===== src/logic/uci_cfg.svh =====
/*
  Offsets, field positions, reset values, status codes and timing figures of one
  UART channel's interrupt and status logic.
  Assumes it is included by bare name from design files of this block only.
*/
`ifndef UCI_CFG_SVH
`define UCI_CFG_SVH

// ----------------------------------------------------------------------------
// Register offsets
// ----------------------------------------------------------------------------
`define UCI_OFS_HOLDING 4'h0
`define UCI_OFS_IRQ_ENABLE 4'h1
`define UCI_OFS_IRQ_STATUS 4'h2
`define UCI_OFS_LINE_CONTROL 4'h3
`define UCI_OFS_MODEM_CONTROL 4'h4
`define UCI_OFS_LINE_STATUS 4'h5
`define UCI_OFS_MODEM_STATUS 4'h6
`define UCI_OFS_SCRATCH 4'h7
`define UCI_OFS_FEATURE_CONTROL 4'h8
`define UCI_OFS_ENHANCED 4'h9
`define UCI_OFS_RESERVED_A 4'ha
`define UCI_OFS_RESERVED_B 4'hb
`define UCI_OFS_FLOW_IND 4'hc
`define UCI_OFS_PAUSE_SECOND 4'hd
`define UCI_OFS_RESUME_FIRST 4'he
`define UCI_OFS_RESUME_SECOND 4'hf

// ----------------------------------------------------------------------------
// Reset values
// ----------------------------------------------------------------------------
`define UCI_RST_IRQ_ENABLE 8'h00
`define UCI_RST_CTRL 8'h00
`define UCI_RST_CHAR 8'h00
`define UCI_RST_TRIG_SEL 2'h0

// ----------------------------------------------------------------------------
// Field positions
// ----------------------------------------------------------------------------
`define UCI_IER_RXDATA 0
`define UCI_IER_TX_READY_IRQ 1
`define UCI_IER_LINE 2
`define UCI_IER_MODEM 3
`define UCI_IER_PAUSE 5
`define UCI_IER_OUT_FLOW 6
`define UCI_IER_IN_FLOW 7
`define UCI_EFR_ENH 4
`define UCI_EFR_AUTO_OUT 6
`define UCI_EFR_AUTO_IN 7
`define UCI_FEATURE_CONTROL_HALF_DUPLEX 5
`define UCI_MCR_DTR 0
`define UCI_MCR_RTS 1
`define UCI_MCR_FLOW_SEL 2
`define UCI_FCR_ENABLE 0
`define UCI_FCR_RX_RESET 1
`define UCI_FCR_TX_RESET 2

// ----------------------------------------------------------------------------
// Status codes, highest priority first
// ----------------------------------------------------------------------------
`define UCI_CODE_LINE 6'h06
`define UCI_CODE_RXDATA 6'h04
`define UCI_CODE_TIMEOUT 6'h0c
`define UCI_CODE_TX_READY_IRQ 6'h02
`define UCI_CODE_MODEM 6'h00
`define UCI_CODE_PAUSE 6'h10
`define UCI_CODE_FLOW_CHG 6'h20
`define UCI_CODE_NONE 6'h01

// ----------------------------------------------------------------------------
// Trigger levels and receive time-out, in characters and bit times
// ----------------------------------------------------------------------------
`define UCI_TRIG_0 5'd1
`define UCI_TRIG_1 5'd4
`define UCI_TRIG_2 5'd8
`define UCI_TRIG_3 5'd14
`define UCI_TOUT_CHARS 4
`define UCI_TOUT_BITS 12

`endif


===== src/logic/uci_pkg.sv =====
/*
  Types carried between the channel interrupt logic and its neighbours.
  Assumes nothing beyond a SystemVerilog compiler.
*/
package uci_pkg;

  // Received character with its error flags in the low bits
  typedef struct packed {
    logic [7:0] data;
    logic brk;
    logic framing;
    logic parity;
  } uci_rx_char_t;

  // Active-low modem input pins
  typedef struct packed {
    logic dcdN;
    logic riN;
    logic dsrN;
    logic ctsN;
  } uci_modem_pins_t;

  // One-cycle events from the software flow-control engine
  typedef struct packed {
    logic txResume;
    logic txPause;
    logic rxResume;
    logic rxPause;
  } uci_flow_evt_t;

  // Programmed flow-control characters
  typedef struct packed {
    logic [7:0] pauseFirst;
    logic [7:0] pauseSecond;
    logic [7:0] resumeFirst;
    logic [7:0] resumeSecond;
  } uci_flow_chars_t;

endpackage


===== src/logic/uci_rx_fifo.sv =====
/*
  Receive FIFO storage with a registered head word.
  Assumes DEPTH is a power of two and the caller never pops an empty FIFO on purpose.
*/
`timescale 1ns/1ps
module uci_rx_fifo #(
  parameter int WIDTH = 11,
  parameter int DEPTH = 16,
  parameter int LW = $clog2(DEPTH) + 1
) (
  // Clock and reset
  input wire logic sys_clk,
  input wire logic srst,
  // Control
  input wire logic flush,
  input wire logic [LW-1:0] limit,
  // Write side
  input wire logic pushValid,
  input wire logic [WIDTH-1:0] pushData,
  // Read side
  input wire logic popReq,
  output logic [WIDTH-1:0] headData_q,
  output logic [LW-1:0] level_q
);

  localparam int AW = LW - 1;

  logic [WIDTH-1:0] mem [DEPTH];
  logic [AW-1:0] wrPtr_q;
  logic [AW-1:0] rdPtr_q;
  logic [AW-1:0] rdPtr_d;
  logic doPush;
  logic doPop;

  assign doPush = pushValid && (level_q < limit);
  assign doPop = popReq && (level_q != '0);
  assign rdPtr_d = doPop ? rdPtr_q + 1'b1 : rdPtr_q;

  always_ff @(posedge sys_clk)
  begin
    if (doPush)
    begin
      mem[wrPtr_q] <= pushData;
    end
  end

  always_ff @(posedge sys_clk)
  begin
    if (srst || flush)
    begin
      wrPtr_q <= '0;
      rdPtr_q <= '0;
      level_q <= '0;
    end
    else
    begin
      if (doPush)
      begin
        wrPtr_q <= wrPtr_q + 1'b1;
      end
      rdPtr_q <= rdPtr_d;
      level_q <= level_q + LW'(doPush) - LW'(doPop);
    end
  end

  // Head word forwards a write that lands on the next read slot
  always_ff @(posedge sys_clk)
  begin
    if (srst || flush)
    begin
      headData_q <= '0;
    end
    else if (doPush && (wrPtr_q == rdPtr_d))
    begin
      headData_q <= pushData;
    end
    else
    begin
      headData_q <= mem[rdPtr_d];
    end
  end

endmodule


===== src/logic/uci_channel_irq.sv =====
/*
  Interrupt enable, priority and status logic of one UART channel, with the receive
  FIFO flags, line and modem status and the software flow-control character registers.
  Assumes synchronous inputs, a baud generator giving one bitTick per bit time, a
  serialiser that pulses txPop when it takes a byte, and a flow engine giving events.
*/
// The address-and-strobe port was chosen for this implementation.
`timescale 1ns/1ps
`include "uci_cfg.svh"

// What this block does
// - Flow indicator read gives tx-resume, tx-pause, resume-seen, pause-seen; read clears them.
// - Mask bits 7..5 are writable and act only while enhanced bit 4 is set.
// - Channel interrupt code is mirrored out to the device-level summary.
// - In FIFO mode receive interrupt follows level at or above trigger.
// - Data-ready status sets on a character entering the FIFO, clears when empty.
// - Line status shows overrun, head errors, transmit empties and any FIFO error.
// - With FIFOs on and mask 3..0 clear, software polls line status bits.
// - Mask bit 7 raises interrupt on clear-to-send pin rising; off by default.
// - Mask bit 6 raises interrupt on request-to-send pin rising; off by default.
// - Mask bit 5 enables pause-character interrupt, off by default; bit 4 reserved.
// - Mask bit 3 raises modem interrupt when any modem delta bit is set.
// - Line interrupt on errored arrival, and again when it reaches the FIFO head.
// - Error bits describe the head byte; bit 7 flags an errored character anywhere in the FIFO, head included.
// - Transmit interrupt on empty holding, or below-trigger and empty in FIFO mode.
// - Half-duplex mode delays the empty event until the shifter empties; a fall below trigger, so any emptying at trigger 1, still interrupts at once.
// - Mask bit 0 enables receive interrupt on data or trigger level reached.
// - All interrupt enables are off after reset.
// - Status read gives highest pending code; lower ones wait their turn.
// - In FIFO mode, receive time-out fires after four character times plus twelve bit times.
// - Input flow pin rising interrupts only under auto input flow; select picks pin.
// - Output flow pin rising interrupts only under auto output flow; select picks pin.
// - Reading line status clears the line status interrupt.
// - Status read showing the transmit code, or holding write, clears the transmit interrupt.
// - Reading the receive holding register clears the time-out interrupt.
// - Status bit 0 reads one when nothing is pending, zero otherwise.
module uci_channel_irq
  import uci_pkg::*;
#(
  parameter int DEPTH = 16,
  parameter int CHAR_BITS = 10
) (
  // Clock and reset
  input wire logic sys_clk,
  input wire logic srst,
  // Register port
  input wire logic [3:0] regAddr,
  input wire logic [7:0] regWrData,
  input wire logic regWr,
  input wire logic regRd,
  output logic [7:0] regRdData_q,
  // Receiver side
  input wire logic rxCharValid,
  input wire uci_rx_char_t rxChar,
  input wire logic bitTick,
  // Transmitter side
  input wire logic txPop,
  input wire logic txShiftEmpty,
  output logic txPushValid_q,
  output logic [7:0] txPushData_q,
  // Modem pins and flow control
  input wire uci_modem_pins_t modemPins,
  input wire logic rxFlowHold,
  input wire uci_flow_evt_t flowEvt,
  output logic rtsPinN_q,
  output logic dtrPinN_q,
  output uci_flow_chars_t flowChars_q,
  output logic [3:0] softFlowSel_q,
  // Device-level summary
  output logic irqRequest_q,
  output logic [5:0] irqCode_q
);

  localparam int LW = $clog2(DEPTH) + 1;
  localparam logic [7:0] TOUT_LIMIT = 8'(`UCI_TOUT_CHARS * CHAR_BITS + `UCI_TOUT_BITS);

  function automatic logic [4:0] trigLevel(input logic [1:0] sel);
    case (sel)
      2'h0: trigLevel = `UCI_TRIG_0;
      2'h1: trigLevel = `UCI_TRIG_1;
      2'h2: trigLevel = `UCI_TRIG_2;
      default: trigLevel = `UCI_TRIG_3;
    endcase
  endfunction

  function automatic logic rising(input logic prev, input logic now);
    rising = !prev && now;
  endfunction

  // --------------------------------------------------------------------------
  // Access decode
  // --------------------------------------------------------------------------
  logic wrHit [16];
  logic rdHit [16];
  always_comb
  begin
    for (int i = 0; i < 16; i++)
    begin
      wrHit[i] = regWr && (regAddr == 4'(i));
      rdHit[i] = regRd && (regAddr == 4'(i));
    end
  end

  logic [7:0] ier_q;
  logic [7:0] lcr_q;
  logic [7:0] mcr_q;
  logic [7:0] scratch_q;
  logic [7:0] feature_control_q;
  logic [7:0] efr_q;
  logic fifoEn_q;
  logic [1:0] rxTrigSel_q;
  logic [1:0] txTrigSel_q;
  logic [7:0] ierEff;
  logic fcrWr;
  logic rxFlush;
  logic txFlush;

  assign fcrWr = wrHit[`UCI_OFS_IRQ_STATUS];
  assign rxFlush = fcrWr && (regWrData[`UCI_FCR_RX_RESET] || (regWrData[`UCI_FCR_ENABLE] != fifoEn_q));
  assign txFlush = fcrWr && (regWrData[`UCI_FCR_TX_RESET] || (regWrData[`UCI_FCR_ENABLE] != fifoEn_q));
  // Upper mask bits count only while enhanced functions are on; bit 4 stays zero
  assign ierEff = {ier_q[7:5] & {3{efr_q[`UCI_EFR_ENH]}}, 1'b0, ier_q[3:0]};

  // --------------------------------------------------------------------------
  // Control registers
  // --------------------------------------------------------------------------
  always_ff @(posedge sys_clk)
  begin
    if (srst)
    begin
      ier_q <= `UCI_RST_IRQ_ENABLE;
    end
    else if (wrHit[`UCI_OFS_IRQ_ENABLE])
    begin
      ier_q[3:0] <= regWrData[3:0];
      if (efr_q[`UCI_EFR_ENH])
      begin
        ier_q[7:5] <= regWrData[7:5];
      end
    end
  end

  always_ff @(posedge sys_clk)
  begin
    if (srst)
    begin
      lcr_q <= `UCI_RST_CTRL;
      mcr_q <= `UCI_RST_CTRL;
      scratch_q <= `UCI_RST_CTRL;
      feature_control_q <= `UCI_RST_CTRL;
      efr_q <= `UCI_RST_CTRL;
      flowChars_q <= {4{`UCI_RST_CHAR}};
    end
    else
    begin
      if (wrHit[`UCI_OFS_LINE_CONTROL]) lcr_q <= regWrData;
      if (wrHit[`UCI_OFS_MODEM_CONTROL]) mcr_q <= regWrData;
      if (wrHit[`UCI_OFS_SCRATCH]) scratch_q <= regWrData;
      if (wrHit[`UCI_OFS_FEATURE_CONTROL]) feature_control_q <= regWrData;
      if (wrHit[`UCI_OFS_ENHANCED]) efr_q <= regWrData;
      if (wrHit[`UCI_OFS_FLOW_IND]) flowChars_q.pauseFirst <= regWrData;
      if (wrHit[`UCI_OFS_PAUSE_SECOND]) flowChars_q.pauseSecond <= regWrData;
      if (wrHit[`UCI_OFS_RESUME_FIRST]) flowChars_q.resumeFirst <= regWrData;
      if (wrHit[`UCI_OFS_RESUME_SECOND]) flowChars_q.resumeSecond <= regWrData;
    end
  end

  // Trigger select bits only program when the enable bit is written as one; reset bits act either way
  always_ff @(posedge sys_clk)
  begin
    if (srst)
    begin
      fifoEn_q <= 1'b0;
      rxTrigSel_q <= `UCI_RST_TRIG_SEL;
      txTrigSel_q <= `UCI_RST_TRIG_SEL;
    end
    else if (fcrWr)
    begin
      fifoEn_q <= regWrData[`UCI_FCR_ENABLE];
      if (regWrData[`UCI_FCR_ENABLE])
      begin
        rxTrigSel_q <= regWrData[7:6];
        if (efr_q[`UCI_EFR_ENH])
        begin
          txTrigSel_q <= regWrData[5:4];
        end
      end
    end
  end

  // --------------------------------------------------------------------------
  // Receive path
  // --------------------------------------------------------------------------
  logic [LW-1:0] limit;
  logic [LW-1:0] rxLevel;
  logic [LW-1:0] rxTrig;
  logic [LW-1:0] txTrig;
  uci_rx_char_t rxHead;
  logic rxHeadErr;
  logic rxFull;
  logic rxPushOk;
  logic rxPushErr;
  logic rhrRead;
  logic rxPopDone_q;
  logic [LW-1:0] errCount_q;
  logic overrun_q;
  logic lineFlag_q;
  logic [7:0] toutCnt_q;
  logic toutFlag_q;
  logic lsrRead;

  assign limit = fifoEn_q ? LW'(DEPTH) : LW'(1);
  assign rxTrig = fifoEn_q ? LW'(trigLevel(rxTrigSel_q)) : LW'(1);
  assign txTrig = fifoEn_q ? LW'(trigLevel(txTrigSel_q)) : LW'(1);
  assign rxFull = rxLevel >= limit;
  assign rxPushOk = rxCharValid && !rxFull;
  assign rxPushErr = rxPushOk && (rxChar.brk || rxChar.framing || rxChar.parity);
  assign rhrRead = rdHit[`UCI_OFS_HOLDING];
  assign lsrRead = rdHit[`UCI_OFS_LINE_STATUS];
  assign rxHeadErr = (rxLevel != '0) && (rxHead.brk || rxHead.framing || rxHead.parity);

  uci_rx_fifo #(
    .WIDTH($bits(uci_rx_char_t)),
    .DEPTH(DEPTH),
    .LW(LW)
  ) rxFifo (
    .sys_clk(sys_clk),
    .srst(srst),
    .flush(rxFlush),
    .limit(limit),
    .pushValid(rxCharValid),
    .pushData(rxChar),
    .popReq(rhrRead),
    .headData_q(rxHead),
    .level_q(rxLevel)
  );

  // Errored characters held in the FIFO
  always_ff @(posedge sys_clk)
  begin
    if (srst || rxFlush)
    begin
      errCount_q <= '0;
      rxPopDone_q <= 1'b0;
    end
    else
    begin
      errCount_q <= errCount_q + LW'(rxPushErr) - LW'(rhrRead && rxHeadErr);
      rxPopDone_q <= rhrRead && (rxLevel != '0);
    end
  end

  // Overrun and line flags; a new event beats the clearing read
  always_ff @(posedge sys_clk)
  begin
    if (srst)
    begin
      overrun_q <= 1'b0;
      lineFlag_q <= 1'b0;
    end
    else
    begin
      overrun_q <= (overrun_q && !lsrRead) || (rxCharValid && rxFull);
      lineFlag_q <= (lineFlag_q && !lsrRead)
        || rxPushErr || (rxCharValid && rxFull)
        || (rxPopDone_q && rxHeadErr);
    end
  end

  // Time-out counts bit times while data waits unread
  always_ff @(posedge sys_clk)
  begin
    if (srst || rxFlush || rxPushOk || rhrRead || (rxLevel == '0) || !fifoEn_q)
    begin
      toutCnt_q <= '0;
    end
    else if (bitTick && (toutCnt_q < TOUT_LIMIT))
    begin
      toutCnt_q <= toutCnt_q + 8'h01;
    end
  end

  always_ff @(posedge sys_clk)
  begin
    if (srst)
    begin
      toutFlag_q <= 1'b0;
    end
    else
    begin
      toutFlag_q <= (toutFlag_q && !rhrRead && !rxFlush)
        || (bitTick && (toutCnt_q == TOUT_LIMIT - 8'h01));
    end
  end

  // --------------------------------------------------------------------------
  // Transmit path
  // --------------------------------------------------------------------------
  logic [LW-1:0] txLevel_q;
  logic [LW-1:0] txLevel_d;
  logic thrWrite;
  logic txAccept;
  logic txAllEmpty;
  logic txAllEmpty_q;
  logic txEmptyEvt;
  logic txFlag_q;
  logic isrRead;
  logic [5:0] code;

  assign thrWrite = wrHit[`UCI_OFS_HOLDING];
  assign txAccept = thrWrite && (txLevel_q < limit);
  assign txLevel_d = txLevel_q + LW'(txAccept) - LW'(txPop && (txLevel_q != '0));
  assign txAllEmpty = (txLevel_q == '0) && txShiftEmpty;
  assign isrRead = rdHit[`UCI_OFS_IRQ_STATUS];
  // Half-duplex holds the empty event until the shifter is idle as well
  assign txEmptyEvt = feature_control_q[`UCI_FEATURE_CONTROL_HALF_DUPLEX] ? rising(txAllEmpty_q, txAllEmpty)
    : ((txLevel_q != '0) && (txLevel_d == '0));

  always_ff @(posedge sys_clk)
  begin
    if (srst || txFlush)
    begin
      txLevel_q <= '0;
    end
    else
    begin
      txLevel_q <= txLevel_d;
    end
  end

  always_ff @(posedge sys_clk)
  begin
    if (srst)
    begin
      txPushValid_q <= 1'b0;
      txPushData_q <= 8'h00;
      txAllEmpty_q <= 1'b1;
      txFlag_q <= 1'b0;
    end
    else
    begin
      txPushValid_q <= txAccept;
      txPushData_q <= thrWrite ? regWrData : txPushData_q;
      txAllEmpty_q <= txAllEmpty;
      txFlag_q <= (txFlag_q && !thrWrite && !(isrRead && (code == `UCI_CODE_TX_READY_IRQ)))
        || ((txLevel_q >= txTrig) && (txLevel_d < txTrig)) || txEmptyEvt;
    end
  end

  // --------------------------------------------------------------------------
  // Modem status and flow-control events
  // --------------------------------------------------------------------------
  uci_modem_pins_t pinsPrev_q;
  logic [3:0] msrDelta_q;
  logic inFlowFlag_q;
  logic outFlowFlag_q;
  logic pauseFlag_q;
  logic [3:0] flowInd_q;
  logic msrRead;
  logic inPinNow;
  logic inPinPrev;
  logic rtsNext;
  logic dtrNext;
  logic outPinNow;
  logic outPinPrev;

  assign msrRead = rdHit[`UCI_OFS_MODEM_STATUS];
  assign inPinNow = mcr_q[`UCI_MCR_FLOW_SEL] ? modemPins.dsrN : modemPins.ctsN;
  assign inPinPrev = mcr_q[`UCI_MCR_FLOW_SEL] ? pinsPrev_q.dsrN : pinsPrev_q.ctsN;
  assign rtsNext = !mcr_q[`UCI_MCR_RTS]
    || (efr_q[`UCI_EFR_AUTO_OUT] && !mcr_q[`UCI_MCR_FLOW_SEL] && rxFlowHold);
  assign dtrNext = !mcr_q[`UCI_MCR_DTR]
    || (efr_q[`UCI_EFR_AUTO_OUT] && mcr_q[`UCI_MCR_FLOW_SEL] && rxFlowHold);
  assign outPinNow = mcr_q[`UCI_MCR_FLOW_SEL] ? dtrNext : rtsNext;
  assign outPinPrev = mcr_q[`UCI_MCR_FLOW_SEL] ? dtrPinN_q : rtsPinN_q;

  always_ff @(posedge sys_clk)
  begin
    if (srst)
    begin
      pinsPrev_q <= 4'hf;
      msrDelta_q <= 4'h0;
      inFlowFlag_q <= 1'b0;
      outFlowFlag_q <= 1'b0;
      rtsPinN_q <= 1'b1;
      dtrPinN_q <= 1'b1;
    end
    else
    begin
      pinsPrev_q <= modemPins;
      rtsPinN_q <= rtsNext;
      dtrPinN_q <= dtrNext;
      msrDelta_q <= (msrDelta_q & {4{!msrRead}}) | (pinsPrev_q ^ modemPins);
      inFlowFlag_q <= (inFlowFlag_q && !msrRead)
        || (efr_q[`UCI_EFR_AUTO_IN] && rising(inPinPrev, inPinNow));
      outFlowFlag_q <= (outFlowFlag_q && !msrRead)
        || (efr_q[`UCI_EFR_AUTO_OUT] && rising(outPinPrev, outPinNow));
    end
  end

  always_ff @(posedge sys_clk)
  begin
    if (srst)
    begin
      pauseFlag_q <= 1'b0;
      flowInd_q <= 4'h0;
      softFlowSel_q <= 4'h0;
    end
    else
    begin
      pauseFlag_q <= (pauseFlag_q && !flowEvt.rxResume && !(isrRead && (code == `UCI_CODE_PAUSE)))
        || flowEvt.rxPause;
      flowInd_q <= (flowInd_q & {4{!rdHit[`UCI_OFS_FLOW_IND]}}) | flowEvt;
      softFlowSel_q <= efr_q[3:0];
    end
  end

  // --------------------------------------------------------------------------
  // Priority and status
  // --------------------------------------------------------------------------
  logic rxDataPend;
  logic anyPend;

  // Level-driven: follows the FIFO level against the trigger
  assign rxDataPend = ierEff[`UCI_IER_RXDATA] && (rxLevel >= rxTrig);

  always_comb
  begin
    code = `UCI_CODE_NONE;
    if (ierEff[`UCI_IER_LINE] && lineFlag_q) code = `UCI_CODE_LINE;
    else if (rxDataPend) code = `UCI_CODE_RXDATA;
    else if (ierEff[`UCI_IER_RXDATA] && toutFlag_q) code = `UCI_CODE_TIMEOUT;
    else if (ierEff[`UCI_IER_TX_READY_IRQ] && txFlag_q) code = `UCI_CODE_TX_READY_IRQ;
    else if (ierEff[`UCI_IER_MODEM] && (msrDelta_q != 4'h0)) code = `UCI_CODE_MODEM;
    else if (ierEff[`UCI_IER_PAUSE] && pauseFlag_q) code = `UCI_CODE_PAUSE;
    else if ((ierEff[`UCI_IER_IN_FLOW] && inFlowFlag_q) || (ierEff[`UCI_IER_OUT_FLOW] && outFlowFlag_q))
      code = `UCI_CODE_FLOW_CHG;
  end

  assign anyPend = (code != `UCI_CODE_NONE);

  always_ff @(posedge sys_clk)
  begin
    if (srst)
    begin
      irqRequest_q <= 1'b0;
      irqCode_q <= `UCI_CODE_NONE;
    end
    else
    begin
      irqRequest_q <= anyPend;
      irqCode_q <= code;
    end
  end

  // --------------------------------------------------------------------------
  // Read data
  // --------------------------------------------------------------------------
  logic [7:0] rdMux;
  logic [7:0] lineStatus;

  // Polled use reads these bits directly, whatever the mask
  assign lineStatus = {(errCount_q != '0),
    txAllEmpty, (txLevel_q == '0),
    (rxLevel != '0) ? {rxHead.brk, rxHead.framing, rxHead.parity} : 3'h0,
    overrun_q, (rxLevel != '0)};

  always_comb
  begin
    rdMux = 8'h00;
    case (regAddr)
      `UCI_OFS_HOLDING: rdMux = rxHead.data;
      `UCI_OFS_IRQ_ENABLE: rdMux = ierEff;
      `UCI_OFS_IRQ_STATUS: rdMux = {{2{fifoEn_q}}, code};
      `UCI_OFS_LINE_CONTROL: rdMux = lcr_q;
      `UCI_OFS_MODEM_CONTROL: rdMux = mcr_q;
      `UCI_OFS_LINE_STATUS: rdMux = lineStatus;
      `UCI_OFS_MODEM_STATUS: rdMux = {~modemPins, msrDelta_q};
      `UCI_OFS_SCRATCH: rdMux = scratch_q;
      `UCI_OFS_FEATURE_CONTROL: rdMux = feature_control_q;
      `UCI_OFS_ENHANCED: rdMux = efr_q;
      `UCI_OFS_FLOW_IND: rdMux = {4'h0, flowInd_q};
      default: rdMux = 8'h00;
    endcase
  end

  always_ff @(posedge sys_clk)
  begin
    if (srst)
    begin
      regRdData_q <= 8'h00;
    end
    else
    begin
      regRdData_q <= regRd ? rdMux : 8'h00;
    end
  end

endmodule


===== config.mk =====
export PLATFORM = sky130hd
export DESIGN_NAME = uci_channel_irq
export DESIGN_NICKNAME = d
export VERILOG_FILES = /design/src/logic/uci_pkg.sv /design/src/logic/uci_rx_fifo.sv /design/src/logic/uci_channel_irq.sv
export VERILOG_INCLUDE_DIRS = /design/src /design/src/logic
export SDC_FILE = /design/constraint.sdc
export NUM_CORES = 1
export LEC_CHECK = 0
export BUFFER_PORTS_ARGS = -buffer_cell sky130_fd_sc_hd__buf_2
export CORE_UTILIZATION = 50
export CTS_BUF_LIST = sky130_fd_sc_hd__clkbuf_2
export CTS_CLUSTER_DIAMETER = 80
export DETAILED_ROUTE_END_ITERATION = 16
export PLACE_DENSITY = 0.66
export RECOVER_POWER = 100
export SLEW_MARGIN = 5
export SYNTH_ARGS = -nofsm -noshare
export SYNTH_HDL_FRONTEND = slang
export SYNTH_SLANG_ARGS = --single-unit
export TNS_END_PERCENT = 30

===== constraint.sdc =====
create_clock -name sys_clk -period 6.4 [get_ports sys_clk]
set_input_delay 1.6 -clock sys_clk [delete_from_list [all_inputs] [get_ports sys_clk]]
set_output_delay 1.6 -clock sys_clk [all_outputs]
set_load 0.05 [all_outputs]

==> run metrics <==
routed vias/inst=about 5.7; Post-Route WL=around 40 mm; violated checks=capacitance limit, slew limit; Crit Path Category=in -> reg; commonest cells after routing, fill and taps aside=dfxtp_1 (176), edfxtp_1 (176), nand2_1 (156); crit share post-route=0.799; Pre-Repair DR Iteration Count=5; compound-cell area share of the yosys netlist=0.116; Tot GR Track Use=0.253; Tmin final=5.12 ns; overall power=~5.2 mW; Initial Utilization=0.508; Synth Area in Simple Gates=0.153; maximum buffer depth of the clock tree=3; gpl congestion=around 0.93; max-slew violation count=58; number of setup violations in the final report=0; VDD IR-drop max=0.000166 V; antenna violations before repair=1; CTS tree=done; Hold WC Path Type=reg -> reg; number of setup buffers added after CTS=0; Max Freq=just under 200 MHz; synth unique cells=between 60 and 70; fraction of registers with async set/reset=0; worst path required time=approximately 7.2 ns; Largest Register=rxFifo.mem; placed insts=1,907; GR Overflow Total=0; Synth warnings=0; max_slew headroom=-0.643; Worst-path clk slew=around 0.10 ns; PwrDens=roughly 300 nW/um^2; MaxCap Viol Count=1; Iteration-0 DRC Markers=around 940; Largest regs=rxFifo.mem x176, flowChars_q x32, rxFifo.headData_q x11; largest net degree at the start of global routing=between 80 and 90; Startpoint Class=input port; vias=between 10,000 and 15,000; final hold vios=0; chip width=178 um; layout cells sized above 1=0.122; H-tree depth=3; Area growth, synth to finish=10.1%; Crit path arrival time=5.86 ns; Core Footprint=just over 30,000 sq um; XOR/XNOR Fraction of Synth Area=0.0192; Critical Path Fanout Max=30; RSZ-0062 raised after global routing=false; first-pass GRT wire length=slightly above 60 mm; # IOs=about 100; die height=around 180 um; Clock Skews=between 0.05 and 0.06 ns; CTS Root Cell=clkbuf_2; mux contribution to synthesized area=0.0712; synthesized flop and latch total=roughly 350; number of synthesized flops with an enable pin=176; clock sink total=approximately 350; crit end category=flop; TritonCTS Buffers=91; syn_nets=between 1,500 and 2,000; Finished Layout Cells=2,067; adder-cell area share of the yosys netlist=0.0377; most common flop cell mapped by yosys=dfxtp_1; cells after synthesis=roughly 1,500; Synth Area per Inst=around 11 sq um; Remaining DRCs=0; post-cts sizing count=0; status=finished with violations; Hold-fix buffers, CTS=0; vias in the first global route=11,000; number of routed nets with antenna violations=0; nets=between 1,500 and 2,000; Skew-Pair Late Insertion Delay=about 0.90 ns; DP HPWL=~26 mm; max FFs per register=roughly 180; total negative slack=0 ns; largest family of logic cells by synthesized area=simple AND/OR/NAND/NOR gates; port bufs=around 100; DIE AREA=between 30,000 and 40,000 sq um; final core occ=0.559; # rows=64; Worst Tran Pin Value=~2.5 ns; sequential-to-total area share from yosys stat=0.568; Mapped Area=about 16,000 sq um; Leakage=between 6 and 7 nW; DR WL/cell=just under 20 um
[power breakdown]
| group | total [mW] | switching, mW | internal [mW] |
|---|---|---|---|
| Sequential | 2.61 | 0.0995 | 2.51 |
| Clock | 1.53 | 0.900 | 0.634 |
| Combinational | 1.01 | 0.612 | 0.400 |
| Total | 5.16 | 1.61 | 3.54 |
[path summary, 6_finish.rpt]
| kind | from | endpoint | slack [ns] | depth (start not counted) |
|---|---|---|---|---|
| max reg2reg | fifoEn_q$_SDFFE_PP0P_ | txFlag_q$_SDFF_PP0_ | 2.13 | 17 |
| min | toutCnt_q[6]$_SDFFE_PP0P_ | toutCnt_q[6]$_SDFFE_PP0P_ | 0.43 | 2 |
| min reg2reg | toutCnt_q[6]$_SDFFE_PP0P_ | toutCnt_q[6]$_SDFFE_PP0P_ | 0.43 | 2 |
| max | regAddr[2] | rxFifo.headData_q[7]$_SDFF_PP0_ | 1.28 | 9 |
[logic make-up (layout without fill, tap and decap cells)]
family | Yosys count | count (layout)
AO/OA/AOI/OAI | 293 | 293
XOR/XNOR | 31 | 31
adder cells (fa/ha/maj) | 45 | 45
buffers and inverters | 132 | 332
flip-flops | 353 | 353
multiplexers | 107 | 107
other | 0 | 2
AND/OR/NAND/NOR | 508 | 508
[routing by layer]
metal / track usage / routed length (um) / vias up
met5: 0 / 0 / -
met4: 0.128 / 1600 / 0
met3: 0.0580 / 3060 / 117
met2: 0.404 / 18400 / 476
met1: 0.323 / 17100 / 5519
li1: - / - / 5591
[critical path, stage by stage]
cell,delay (ns)
clkbuf_1,1.04
or2_0,0.20
clkbuf_1,0.50
or4_1,0.50
and2_2,0.65
xnor2_1,0.19
nand4_1,0.67
o21ai_0,0.42
a31oi_1,0.08
[per-stage QoR]
stage                     setup slack [ns]  hold WS [ns]  instance area, sq um
final                                 1.28         0.430                 17100
after global routing                  1.01         0.446                 17100
after CTS                             1.92         0.431                 17300
after detailed placement             0.906         0.417                 16400
after global placement                1.07         0.416                 16400
after floorplan                       1.47         0.406                 15500
[Yosys cell counts (all sizes together) (17+ instances only)]
cell type,instances,share of area
mux2i,97,0.062
a21oi,127,0.041
inv,39,0.0094
nand2b,51,0.021
a31oi,18,0.0072
edfxtp,176,0.34
nand3,38,0.012
a22oi,18,0.0087
nor3,31,0.010
a221oi,25,0.014
dfxtp,177,0.23
clkbuf,76,0.018
nand2,156,0.038
o21ai,45,0.014
ha,42,0.034
buf,17,0.0061
nor2,145,0.035
xor2,17,0.0096
[area by class of cell]
type | count | area, sq um
diodes | 2 | 5.00
clock buffers | 132 | 661
clock inverters | 26 | 169
fillers | 2806 | 13500
inverters | 39 | 146
multi-input cells | 984 | 6180
flip-flops and latches | 353 | 8830
well taps | 396 | 495
repair buffers | 135 | 618
(Power assumes the default switching activity.)
